File: src/core/ddr_odt_zq_pkg.sv
// Shared constants and types for the DRAM termination / calibration model and its controller.
// Assumes one clock at 20 MHz shared by both ends and synchronous pins.
package ddr_odt_zq_pkg;
  localparam int CLK_MHZ = 20;
  localparam int CNT_W = 16;

  // Write latency and derived figures, in clock cycles.
  localparam int WL_DEF = 5;
  localparam int SYNC_LAT_SUB = 2;
  localparam int LEAD_SUB = 1;

  // Plain defaults for figures that are not printed, in clock cycles.
  localparam int ASYNC_LAT_DEF = 1;
  localparam int CPDED_DEF = 1;
  localparam int RFC_DEF = 8;
  localparam int XPDLL_DEF = 10;
  localparam int TRP_DEF = 1;
  localparam int TXS_DEF = 12;
  localparam int ZQINIT_DEF = 512;
  localparam int ZQOPER_DEF = 256;
  localparam int ZQCS_NCK = 64;

  localparam logic [CNT_W-1:0] CNT_ZERO = 16'h0000;
  localparam logic [CNT_W-1:0] CNT_ONE = 16'h0001;

  // Mode register bit value that freezes the DLL in precharge power-down.
  localparam logic DLL_FROZEN_VAL = 1'b0;

  typedef enum logic [2:0] {
    CMD_NOP = 3'b000,
    CMD_REF = 3'b001,
    CMD_ZQCL = 3'b010,
    CMD_ZQCS = 3'b011,
    CMD_PREA = 3'b100,
    CMD_SRE = 3'b101
  } cmd_t;

  typedef enum logic [1:0] {
    DS_IDLE = 2'b00,
    DS_PD = 2'b01,
    DS_SR = 2'b10
  } dram_state_t;

  typedef enum logic [2:0] {
    CS_IDLE = 3'b000,
    CS_TRP = 3'b001,
    CS_ZQ = 3'b010,
    CS_PD = 3'b011,
    CS_SR = 3'b100,
    CS_XS = 3'b101
  } ctrl_state_t;
endpackage

File: src/core/ddr_link_if.sv
// Command, CKE, ODT and mode-bit link between the controller and the DRAM model.
// Assumes both ends share clk_i; all wires change only after a rising edge.
`timescale 1ns/1ps
interface ddr_link_if;
  import ddr_odt_zq_pkg::*;
  cmd_t cmd;
  logic cke;
  logic odt;
  logic dll_mode;

  modport ctrl (output cmd, output cke, output odt, output dll_mode);
  modport dram (input cmd, input cke, input odt, input dll_mode);
endinterface

File: src/core/dram_odt_zq.sv
// DRAM end: termination timing across power-down and the calibration engine.
// Assumes the controller keeps its own sequencing duties on the link.
`timescale 1ns/1ps
module dram_odt_zq #(
  parameter int WL = ddr_odt_zq_pkg::WL_DEF,
  parameter int ASYNC_LAT = ddr_odt_zq_pkg::ASYNC_LAT_DEF,
  parameter int CPDED = ddr_odt_zq_pkg::CPDED_DEF,
  parameter int RFC = ddr_odt_zq_pkg::RFC_DEF,
  parameter int XPDLL = ddr_odt_zq_pkg::XPDLL_DEF,
  parameter int ZQINIT = ddr_odt_zq_pkg::ZQINIT_DEF,
  parameter int ZQOPER = ddr_odt_zq_pkg::ZQOPER_DEF,
  parameter int ZQCS = ddr_odt_zq_pkg::ZQCS_NCK
) (
  input wire logic clk_i,
  input wire logic nrst_i,
  ddr_link_if.dram link,
  output logic rtt_on_o,
  output logic async_mode_o,
  output logic window_o,
  output logic zq_busy_o,
  output logic zq_current_o,
  output logic cal_valid_o,
  output ddr_odt_zq_pkg::dram_state_t state_o
);
  import ddr_odt_zq_pkg::*;

  localparam int SYNC_LAT = WL - SYNC_LAT_SUB;
  localparam int LEAD = WL - LEAD_SUB;
  localparam logic [CNT_W-1:0] CPDED_C = CNT_W'(CPDED);
  localparam logic [CNT_W-1:0] RFC_C = CNT_W'(RFC);
  localparam logic [CNT_W-1:0] XPDLL_C = CNT_W'(XPDLL);
  localparam logic [CNT_W-1:0] ZQINIT_C = CNT_W'(ZQINIT);
  localparam logic [CNT_W-1:0] ZQOPER_C = CNT_W'(ZQOPER);
  localparam logic [CNT_W-1:0] ZQCS_C = CNT_W'(ZQCS);

  logic [SYNC_LAT-1:0] sync_q, sync_d;
  logic [ASYNC_LAT-1:0] async_q, async_d;
  logic rtt_q, rtt_d;
  logic amode_q, amode_d;
  logic cke_q, cke_d;
  dram_state_t st_q, st_d;
  logic [CNT_W-1:0] rfc_q, rfc_d;
  logic [CNT_W-1:0] win_q, win_d;
  logic [CNT_W-1:0] zq_q, zq_d;
  logic first_q, first_d;
  logic valid_q, valid_d;
  logic frozen;
  logic cke_fall;
  logic cke_rise;
  logic [CNT_W-1:0] entry_len;

  assign frozen = (link.dll_mode == DLL_FROZEN_VAL);
  assign cke_fall = cke_q && !link.cke;
  assign cke_rise = !cke_q && link.cke;

  // Termination pipes: the synchronous path carries write latency (additive
  // latency included), the asynchronous one bypasses it.
  always_comb begin
    sync_d = SYNC_LAT'({sync_q, link.odt});
    async_d = ASYNC_LAT'({async_q, link.odt});
    // Inside a window either response is legal, so the mode held from the
    // previous region is kept and its own bounds lie within the merged ones.
    if (amode_q) begin
      rtt_d = async_q[ASYNC_LAT-1];
    end else begin
      rtt_d = sync_q[SYNC_LAT-1];
    end
  end

  always_ff @(posedge clk_i or negedge nrst_i) begin
    if (!nrst_i) begin
      sync_q <= '0;
      async_q <= '0;
      rtt_q <= 1'b0;
    end else begin
      sync_q <= sync_d;
      async_q <= async_d;
      rtt_q <= rtt_d;
    end
  end

  // Power state, refresh tracking and transition windows. The lead part of a
  // window lies before CKE is seen, so only its tail is visible here; the
  // held mode covers the lead part because the mode only moves afterwards.
  always_comb begin
    cke_d = link.cke;
    st_d = st_q;
    rfc_d = (rfc_q != CNT_ZERO) ? rfc_q - CNT_ONE : CNT_ZERO;
    win_d = (win_q != CNT_ZERO) ? win_q - CNT_ONE : CNT_ZERO;
    amode_d = amode_q;
    if (link.cmd == CMD_REF && st_q == DS_IDLE) begin
      rfc_d = RFC_C;
    end
    // Only the refresh time still left after this edge may stretch the window,
    // so that its last cycle lines up with the refresh end as for the entry delay.
    entry_len = (rfc_d > CPDED_C) ? rfc_d : CPDED_C;
    unique case (st_q)
      DS_IDLE: begin
        if (cke_fall) begin
          st_d = (link.cmd == CMD_SRE) ? DS_SR : DS_PD;
        end
      end
      DS_PD: begin
        if (cke_rise) begin
          st_d = DS_IDLE;
        end
      end
      DS_SR: begin
        if (cke_rise) begin
          st_d = DS_IDLE;
        end
      end
    endcase
    if (frozen && cke_fall && link.cmd != CMD_SRE) begin
      // A window still running is stretched, never cut short.
      if (entry_len > win_q) begin
        win_d = entry_len;
      end
    end
    if (frozen && cke_rise && st_q == DS_PD) begin
      if (XPDLL_C > win_q) begin
        win_d = XPDLL_C;
      end
    end
    if (win_q == CNT_ONE || (win_q == CNT_ZERO && !cke_fall && !cke_rise)) begin
      amode_d = frozen && st_q == DS_PD;
    end
    if (cke_rise) begin
      // Leaving power-down with a running DLL returns straight to sync timing.
      amode_d = amode_q && frozen;
    end
  end

  always_ff @(posedge clk_i or negedge nrst_i) begin
    if (!nrst_i) begin
      cke_q <= 1'b0;
      st_q <= DS_IDLE;
      rfc_q <= CNT_ZERO;
      win_q <= CNT_ZERO;
      amode_q <= 1'b0;
    end else begin
      cke_q <= cke_d;
      st_q <= st_d;
      rfc_q <= rfc_d;
      win_q <= win_d;
      amode_q <= amode_d;
    end
  end

  // Calibration engine. It starts only on an explicit command, so leaving
  // self-refresh never triggers it.
  always_comb begin
    zq_d = zq_q;
    first_d = first_q;
    valid_d = valid_q;
    if (zq_q != CNT_ZERO) begin
      zq_d = zq_q - CNT_ONE;
      if (zq_q == CNT_ONE) begin
        valid_d = 1'b1;
      end
    end else if (st_q == DS_IDLE && link.cke) begin
      if (link.cmd == CMD_ZQCL) begin
        zq_d = first_q ? ZQINIT_C : ZQOPER_C;
        first_d = 1'b0;
      end else if (link.cmd == CMD_ZQCS) begin
        zq_d = ZQCS_C;
      end
    end
  end

  always_ff @(posedge clk_i or negedge nrst_i) begin
    if (!nrst_i) begin
      zq_q <= CNT_ZERO;
      first_q <= 1'b1;
      valid_q <= 1'b0;
    end else begin
      zq_q <= zq_d;
      first_q <= first_d;
      valid_q <= valid_d;
    end
  end

  assign rtt_on_o = rtt_q;
  assign async_mode_o = amode_q;
  assign window_o = (win_q != CNT_ZERO);
  assign zq_busy_o = (zq_q != CNT_ZERO);
  // The reference current flows only while the engine counts.
  assign zq_current_o = (zq_q != CNT_ZERO);
  assign cal_valid_o = valid_q;
  assign state_o = st_q;

  // Lead time is not a counter here; kept so its value is tied to WL.
  logic [CNT_W-1:0] lead_unused;
  assign lead_unused = CNT_W'(LEAD);
endmodule

File: src/flat_wrapper.sv
// flat-port wrapper written by rule: the top's interface ports become plain ports
module dram_odt_zq_flat import ddr_odt_zq_pkg::*;
#(
  parameter int WL = ddr_odt_zq_pkg::WL_DEF,
  parameter int ASYNC_LAT = ddr_odt_zq_pkg::ASYNC_LAT_DEF,
  parameter int CPDED = ddr_odt_zq_pkg::CPDED_DEF,
  parameter int RFC = ddr_odt_zq_pkg::RFC_DEF,
  parameter int XPDLL = ddr_odt_zq_pkg::XPDLL_DEF,
  parameter int ZQINIT = ddr_odt_zq_pkg::ZQINIT_DEF,
  parameter int ZQOPER = ddr_odt_zq_pkg::ZQOPER_DEF,
  parameter int ZQCS = ddr_odt_zq_pkg::ZQCS_NCK
)
  (clk_i, nrst_i, rtt_on_o, async_mode_o, window_o, zq_busy_o, zq_current_o, cal_valid_o, state_o, link_cmd, link_cke, link_odt, link_dll_mode);
  ddr_link_if link_i ();
  input wire logic clk_i;
  input wire logic nrst_i;
  output logic rtt_on_o;
  output logic async_mode_o;
  output logic window_o;
  output logic zq_busy_o;
  output logic zq_current_o;
  output logic cal_valid_o;
  output ddr_odt_zq_pkg::dram_state_t state_o;
  input wire logic [$bits(link_i.cmd)-1:0] link_cmd;
  input wire logic [$bits(link_i.cke)-1:0] link_cke;
  input wire logic [$bits(link_i.odt)-1:0] link_odt;
  input wire logic [$bits(link_i.dll_mode)-1:0] link_dll_mode;
  assign link_i.cmd = link_cmd;
  assign link_i.cke = link_cke;
  assign link_i.odt = link_odt;
  assign link_i.dll_mode = link_dll_mode;
  dram_odt_zq #(.WL(WL), .ASYNC_LAT(ASYNC_LAT), .CPDED(CPDED), .RFC(RFC), .XPDLL(XPDLL), .ZQINIT(ZQINIT), .ZQOPER(ZQOPER), .ZQCS(ZQCS)) u_core (.clk_i(clk_i), .nrst_i(nrst_i), .link(link_i), .rtt_on_o(rtt_on_o), .async_mode_o(async_mode_o), .window_o(window_o), .zq_busy_o(zq_busy_o), .zq_current_o(zq_current_o), .cal_valid_o(cal_valid_o), .state_o(state_o));
endmodule
File: config.mk
export PLATFORM = sky130hd
export DESIGN_NAME = dram_odt_zq_flat
export DESIGN_NICKNAME = d
export VERILOG_FILES = /design/src/core/ddr_odt_zq_pkg.sv /design/src/core/ddr_link_if.sv /design/src/core/dram_odt_zq.sv /design/src/flat_wrapper.sv
export SDC_FILE = /design/constraint.sdc
export NUM_CORES = 1
export LEC_CHECK = 0
export BUFFER_PORTS_ARGS = -buffer_cell sky130_fd_sc_hd__buf_2
export CAP_MARGIN = 10
export CELL_PAD_IN_SITES_DETAIL_PLACEMENT = 0
export CELL_PAD_IN_SITES_GLOBAL_PLACEMENT = 1
export CORE_UTILIZATION = 52
export CTS_CLUSTER_DIAMETER = 50
export CTS_CLUSTER_SIZE = 16
export DETAILED_ROUTE_END_ITERATION = 10
export GPL_TIMING_DRIVEN = 0
export PLACE_DENSITY_LB_ADDON = 0.1
export SLEW_MARGIN = 20
export SYNTH_ARGS = -nofsm -noshare
export SYNTH_HDL_FRONTEND = slang
export SYNTH_SLANG_ARGS = --single-unit
File: constraint.sdc
create_clock -name clk_i -period 11.25 [get_ports clk_i]
set_input_delay 2.25 -clock clk_i [delete_from_list [all_inputs] [get_ports clk_i]]
set_output_delay 2.25 -clock clk_i [all_outputs]
set_load 0.02 [all_outputs]
## Word-level counts from Yosys, hierarchy flattened

Index checks and enable logic that the tools add are counted.

- Mux-type cells: 20
- Reductions and logical operators: 30
- Equal/unequal tests: 11
- $add $sub $neg: 3
- Bitwise logic cells: 2
- Order comparisons: 3

Operators with widths:

| kind | number |
|---|---|
| two-way mux 16 bit | 12 |
| nonzero test 16 bit | 3 |
| subtractor 16 x 1 -> 16 bit (second input constant) | 3 |
| == test 16 x 1 -> 1 bit (second input constant) | 2 |
| greater-than comparator 16 x 1 -> 1 bit (second input constant) | 1 |
| greater-than comparator 16 bit | 1 |
| greater-than comparator 4 x 16 -> 1 bit (first input constant) | 1 |
| zero test 16 bit | 1 |
| logical AND 1 bit | 12 |
| two-way mux 10 bit | 1 |
| == test 3 x 2 -> 1 bit (second input constant) | 2 |
| two-way mux 2 bit | 3 |
| AND reduction 2 bit | 3 |
| zero test 1 bit | 4 |
| inequality test 2 x 1 -> 1 bit (second input constant) | 2 |
| one-hot mux 2 bit (2 select lines) | 1 |
| nonzero test 2 bit | 2 |
| == test 3 x 1 -> 1 bit (second input constant) | 1 |
| == test 3 bit (second input constant) | 1 |
| two-way mux 1 bit | 3 |
| inequality test 3 bit (second input constant) | 1 |
| AND reduction 3 bit | 1 |
| nonzero test 3 bit | 1 |
| == test 2 x 1 -> 1 bit (second input constant) | 1 |
| 5 further kinds | 6 |

- Register bits: 59
- Word-level logic and storage cells: 80
- Output and inout bits: 8
- Input bits: 8

## Depth between registers and ports, before layout

Gate-level depths: netlist of the first run.

- Depth in word-level cells: 10
- Gate-level depth with buffers: 16

## Worst setup path after synthesis of the first run

OpenSTA, ideal clock, no wires.

- Kind: input to register
- Start point: input link_cmd[1]
- End point: register u_core.win_q[10]
- Path slack: 5,830 ps
- Required time: 11,125 ps
- Stages on the path: 12
- Arrival: 5,296 ps
- Buffers on the path: 2
- Setup time: 125 ps
- Cell sequence: or4bb_1 -> o31ai_1 -> clkbuf_1 -> buf_2 -> nor2_1 -> ha_1 -> nand4_1 -> nor2_1 -> a2111oi_4 -> o311ai_2 -> nand2_1 -> mux2_2

- Cells in the longest elaborated chain, start to end: 10
- Elaborated cells on any way between the ends: 12
- Classes of those cells: order compare (2); eq/ne (2); mux (6); reduce/logical (2)

Ends and longest elaborated chain:

| item | line | source |
|---|---|---|
| start, declared | flat_wrapper.sv:24 | `input wire logic [$bits(link_i.cmd)-1:0] link_cmd;` |
| == test 3 x 1 -> 1 bit | dram_odt_zq.sv:91 | `if (link.cmd == CMD_REF && st_q == DS_IDLE) begin` |
| logical AND 1 bit | dram_odt_zq.sv:91 |  |
| two-way mux 16 bit | dram_odt_zq.sv:91 |  |
| greater-than comparator 16 x 1 -> 1 bit | dram_odt_zq.sv:96 | `entry_len = (rfc_d > CPDED_C) ? rfc_d : CPDED_C;` |
| two-way mux 16 bit | dram_odt_zq.sv:96 |  |
| greater-than comparator 16 bit | dram_odt_zq.sv:116 | `if (entry_len > win_q) begin` |
| two-way mux 16 bit | dram_odt_zq.sv:116 |  |
| two-way mux 16 bit * | dram_odt_zq.sv:114 | `if (frozen && cke_fall && link.cmd != CMD_SRE) begin` |
| two-way mux 16 bit | dram_odt_zq.sv:121 | `if (XPDLL_C > win_q) begin` |
| two-way mux 16 bit * | dram_odt_zq.sv:120 | `if (frozen && cke_rise && st_q == DS_PD) begin` |
| net u_core.win_d[10] | dram_odt_zq.sv:43 | `logic [CNT_W-1:0] win_q, win_d;` |
| end signal, assigned | dram_odt_zq.sv:145 | `win_q <= win_d;` |
| end, declared | dram_odt_zq.sv:43 |  |

Mark *: on every way through the listed nets, which the timed path passes. The rest lies on a longest branch.
A chain may end at the register's enable or synchronous reset.

## Final worst setup path of the first run

Ends and elaborated chain as after synthesis.

==> impl_results.md, run 1 <==
* Outcome: finished, final reports clean
* Area leader, netlist: dfrtp_1
* GPL Wtd Cong at 0.891
* Starting Density at 54.8%
* RSZ-0062 raised after global routing: false
* Hold Fails Final Rpt at 0
* DP HPWL at 6490 µm
* PwrDens at 252 nW/µm²
* Reg2reg end: u_core.win_q[10]
* Commonest register cell after synthesis: dfrtp_1
* Dominant cells by area after synthesis: dfrtp_1, ha_1, nor2_1, a21oi_1, xnor2_1
* CP max FO at 10
* Static leakage at 1.86 nW
* Origin of the worst setup path: link_cmd[1]
* Global route overflow at 0
* All-Layer GR Usage at 24.9%
* Port buffer count at 15
* First-pass GRT wire length at ~14000 µm
* Hold crit path type: reg2reg
* Critical path type: in2reg
* Post-synthesis cell area at 3800 µm²
* Antenna Violating Nets Remaining at 0
* Vias in the first global route at 2924
* Deepest clock path buffer count at 2
* Number of max-cap violations at 0
* Initial antenna violation count at 0
* Slew Limit Fails at 0
* Seq/Total Area, Yosys at 38.2%
* H-tree depth at 3
* Clock Sinks at 58
* Wire per inst at 16.1 µm
* Synth cell count leaders: dfrtp_1, nor2_1, a21oi_1, ha_1, inv_1
* Min Clock Period, post-route at between 5000 and 6000 ps
* Worst setup EP type: register
* Vias/cell at 5.78
* Syn Area/Cell at 9.27 µm²
* Peak supply drop at 0.000131 V
* FF-to-FF path depth at 15
* Die X at between 80 and 90 µm
* Total CTS buffers at 9
* Worst slack, placed at 5100 ps
* Critical Path Sink: u_core.win_q[10]
* Max incr delay on CP at between 500 and 600 ps
* Area grow syn2layout at 11.2%
* Period utilization at 51.2%
* Post-cts sizing count at 0
* Synth top area share at 37.5%
* Largest net degree at the start of global routing at 59
* Fillcell total at 628
* Hold_buf cts at 0
* Slowest-stage cell, CP: or4bb_1
* Yosys reg bits at 58
* Fin Clk Skew at 9.83 ps
* Final instance area at around 4200 µm²
* CTS Root Cell: clkbuf_8
* CTS clock-pin slew for the worst setup and hold paths at 70 ps
* DIE AREA at 7660 µm²
* Post-CTS Setup Inserts at 0
* DP Area at 4000 µm²
* Fmax at 173 MHz
* Asr flop ratio synth at 100%
* Reg2Reg Launch Point: u_core.rfc_q[0]
* Final wirelength at 8660 µm
* Slew @ Worst Pin at 747 ps
* Vias at a little over 3000
* R2R Setup Slk at 6420 ps
* # IOs at 16
* Core region area at 6940 µm²
* CTS tree: yes
* Worst-skew pair later-pin latency at 350 ps
* DRT iter0 DRCs at 150
* Count of cell types in the netlist at 62
* Drt pass-1 iters at 4
* Ant. Diodes at 0
* EDFF count, synth at 0
* Critical path arrival at approximately 6000 ps
* DR DRC count at 0
* Layout cells sized above 1 at 12.2%
* Slew HR at 50.2%
* Row count at 30
* Final setup margin at about 5500 ps
* Warnings from Yosys at 0
* Post-Syn Instances at 410
* Final TNS setup at 0 ps
* Syn Nets at between 400 and 500
* Nets@finish at between 400 and 500
* Finish-stage setup viols at 0
* CP Launch Type: primary input
* WP data required at 11480 ps
* Worst-path cell chain: buf_2, or4bb_1, o31ai_1, clkbuf_1, buf_2, nor2_1, ha_1, nand4_1, nor2_1, a2111oi_4, o311ai_2, nand2_1, mux2_2
* Die Height at approximately 88 µm
* Count leader, synth: dfrtp_1
-- cells in the final DEF (no fill, tap or decap), types with 6 or more instances in the layout --
| cell | count |
|---|---|
| nor3_1 | 12 |
| xor2_1 | 13 |
| ha_1 | 26 |
| a21o_1 | 6 |
| or4_1 | 8 |
| nor4_1 | 8 |
| nor2_1 | 46 |
| nand2_1 | 22 |
| xnor2_1 | 15 |
| inv_1 | 26 |
| nand2b_1 | 6 |
| nand4_1 | 14 |
| o21ai_0 | 21 |
| a21oi_1 | 27 |
| dfrtp_1 | 57 |
| clkbuf_1 | 10 |
| buf_2 | 16 |
| clkbuf_8 | 9 |
-- state kept, by name, indices dropped and copies added, names as in the netlist --
| name | flops |
|---|---|
| u_core.first_q | 1 |
| u_core.cke_q | 1 |
| u_core.win_q | 16 |
| u_core.zq_q | 16 |
| u_core.sync_q | 3 |
| u_core.async_mode_o | 1 |
| u_core.state_o | 2 |
| u_core.cal_valid_o | 1 |
| u_core.rtt_on_o | 1 |
| u_core.rfc_q | 16 |
-- power breakdown --
part	switching, mW	leakage, nW	internal, mW
logic	0.310	1.02	0.207
clock network	0.0914	0.110	0.126
registers	0.0654	0.731	0.264
total	0.466	1.86	0.598
-- layout make-up --
type,count,area (µm²),area share (%)
Clock inverter,7,103,2.43
Tap cell,96,120,2.84
Timing Repair Buffer,15,77.6,1.84
Clock buffer,9,124,2.93
Multi-Input combinational cell,310,2190,51.7
Inverter,28,105,2.49
Buffer,14,58.8,1.39
Sequential cell,58,1450,34.4
-- critical path: cells and delay by family --
kind / cells / cell delay (ps)
AO/OA/AOI/OAI: 3 / 970
adder cells (fa/ha/maj): 1 / 300
buffers and inverters: 3 / 760
multiplexers: 1 / 380
AND/OR/NAND/NOR: 5 / 1330
-- per-stage QoR --
step                utilization [%]  hold slack, ps  instances  power [mW]
floorplan                         -             331        410       0.715
global placement               57.6             344        521       0.827
detailed placement             57.6             336        521       0.842
CTS                            60.9             366        537        1.06
global route                   60.9             367        537        1.15
finish                         60.9             364        537        1.06
-- cells by family after synthesis --
| family | share of synthesized area (%) |
|---|---|
| AND/OR/NAND/NOR | 25.1 |
| multiplexers | 1.45 |
| AO/OA/AOI/OAI | 15.9 |
| buffers and inverters | 4.31 |
| adder cells (fa/ha/maj) | 8.56 |
| XOR/XNOR | 6.45 |
| flip-flops | 38.2 |
-- how the worst min path moves through the flow --
stage                                   to              from  cells after the start
after global placement    u_core.sync_q[2]  u_core.sync_q[1]                      0
after detailed placement  u_core.sync_q[2]  u_core.sync_q[1]                      0
after global routing      u_core.sync_q[2]  u_core.sync_q[1]                      0
final                     u_core.sync_q[2]  u_core.sync_q[1]                      0
after floorplan           u_core.sync_q[2]  u_core.sync_q[1]                      0
after CTS                 u_core.sync_q[2]  u_core.sync_q[1]                      0
-- layer usage --
| metal | vias up | track usage, % | wire [µm] |
|---|---|---|---|
| li1 | 1550 | - | - |
| met1 | 1488 | 36.2 | 4360 |
| met2 | 51 | 37.5 | 3870 |
| met3 | 16 | 3.79 | 260 |
| met4 | 0 | 9.39 | 173 |
| met5 | - | 0 | 0 |
(Power assumes the default switching activity.)
==> run 2: changes to the inputs <==
Settings changed: CORE_UTILIZATION 52 to 44.
Clock period 11.25 ns to 5.2 ns, I/O delays scaled along.
==> impl_results.md, run 2 (synthesized netlist as in run 1, its figures left out) <==
* Hold Fails Final Rpt at 0
* Slew HR at 49.5%
* Hold_buf cts at 0
* CTS Root Cell: clkbuf_8
* Worst setup EP type: register
* Antenna Violating Nets Remaining at 0
* DIE AREA at 9020 µm²
* DP HPWL at 6610 µm
* Static leakage at about 1.9 nW
* Post-CTS Setup Inserts at 0
* # IOs at 16
* CP max FO at 10
* GPL Wtd Cong at 0.793
* Reg2reg end: u_core.win_q[12]
* Fin Clk Skew at 12.9 ps
* Min Clock Period, post-route at slightly below 5000 ps
* Vias/cell at 5.60
* Outcome: finished, final reports clean
* Hold Crit Start: u_core.sync_q[1]
* Hold crit path type: reg2reg
* Critical path arrival at 5040 ps
* Fillcell total at 800
* Deepest clock path buffer count at 2
* RSZ-0062 raised after global routing: false
* CP Launch Type: register
* Slew @ Worst Pin at 757 ps
* First-pass GRT wire length at between 10000 and 15000 µm
* Multi-input gate area at 2190 µm²
* Port buffer count at 15
* Largest net degree at the start of global routing at 59
* Top flop regs: u_core.rfc_q: 16 flops, u_core.win_q: 16 flops, u_core.zq_q: 16 flops
* Final wirelength at ~8700 µm
* Final TNS setup at 0 ps
* Post-cts sizing count at 0
* FF-to-FF path depth at 15
* Hold path endpoint: u_core.sync_q[2]
* Reg2Reg Launch Point: u_core.rfc_q[0]
* Die X at 95.0 µm
* Period utilization at 92.7%
* Nets@finish at 470
* Hold Path Stages at 0
* Fmax at 207 MHz
* CTS clock-pin slew for the worst setup and hold paths at 70 ps
* Area grow syn2layout at 11.5%
* All-Layer GR Usage at 21.5%
* Core region area at 8300 µm²
* Finish-stage setup viols at 0
* Critical path type: reg2reg
* Register area at 1450 µm²
* DR DRC count at 0
* Vias in the first global route at 2986
* Peak supply drop at 0.000243 V
* Total Power at about 2.3 mW
* Drt pass-1 iters at 4
* Number of max-cap violations at 0
* DRT iter0 DRCs at 122
* Vias at between 3000 and 4000
* Die Height at between 90 and 100 µm
* Total CTS buffers at 9
* Commonest non-fill, non-tap cell in the layout: dfrtp_1
* Worst-skew pair later-pin latency at approximately 330 ps
* R2R Setup Slk at 380 ps
* Commonest cells after routing, fill and taps aside: dfrtp_1, nor2_1, a21oi_1
* Clock Sinks at a little under 60
* Global route overflow at 0
* Ant. Diodes at 0
* H-tree depth at 3
* Starting Density at 45.8%
* WP data required at 5420 ps
* Layout cells sized above 1 at around an eighth
* Wire per inst at 16.0 µm
* CTS tree: yes
* Row count at 33
* Slew Limit Fails at 0
* PwrDens at 542 nW/µm²
* Initial antenna violation count at 0
-- run 2: area by class of cell --
cell class                      count  area share [%]
Inverter                           28            2.48
Tap cell                          105            3.10
Clock buffer                       10            3.25
Sequential cell                    58            34.3
Buffer                             14            1.39
Clock inverter                      6            2.13
Multi-Input combinational cell    310            51.6
Timing Repair Buffer               15            1.83
-- run 2: worst max path at each step --
stage	startpoint	end	slack [ps]
after floorplan	link_cmd[1]	u_core.win_q[10]	990
after global placement	link_cmd[1]	u_core.win_q[10]	230
after detailed placement	link_cmd[1]	u_core.win_q[10]	200
after CTS	u_core.rfc_q[0]	u_core.win_q[12]	320
after global routing	u_core.rfc_q[0]	u_core.win_q[10]	50
final	u_core.rfc_q[0]	u_core.win_q[12]	380
-- run 2: layer usage --
metal	GRT usage [%]	part of all wire (%)	wire, µm
met5	0	0	0
met4	6.69	0.68	59
met3	3.14	1.9	163
met2	33.8	46	4030
met1	30.3	51	4460
-- run 2: worst max-delay path, cell delays in order, from the launching register on --
cell and delay (ps):
dfrtp_1 460, inv_1 140, ha_1 150, clkbuf_1 320, nor3b_2 560, nand4_1 180, xor2_1 340, o2111ai_1 200
a22o_1 300, ha_1 290, nand4_1 80, nor2_1 60, a2111oi_4 490, o311ai_2 310, nand2_1 430, mux2_2 390
-- run 2: report_power, final --
group | switching (mW) | leakage [nW] | internal (mW)
sequential | 0.139 | 0.731 | 0.572
combinational | 0.666 | 1.02 | 0.447
clock | 0.190 | 0.112 | 0.284
-- run 2: stage by stage --
stage / cells / util (%) / hold slack [ps] / worst slack, ps / area (µm²)
2_1_floorplan: 410 / - / 331 / 990 / 3800
3_3_place_gp: 530 / 48.3 / 345 / 230 / 4010
3_5_place_dp: 530 / 48.3 / 343 / 202 / 4010
4_1_cts: 546 / 51.1 / 375 / 323 / 4240
5_1_grt: 546 / 51.1 / 390 / 45.4 / 4240
6_report: 546 / 51.1 / 375 / 379 / 4240
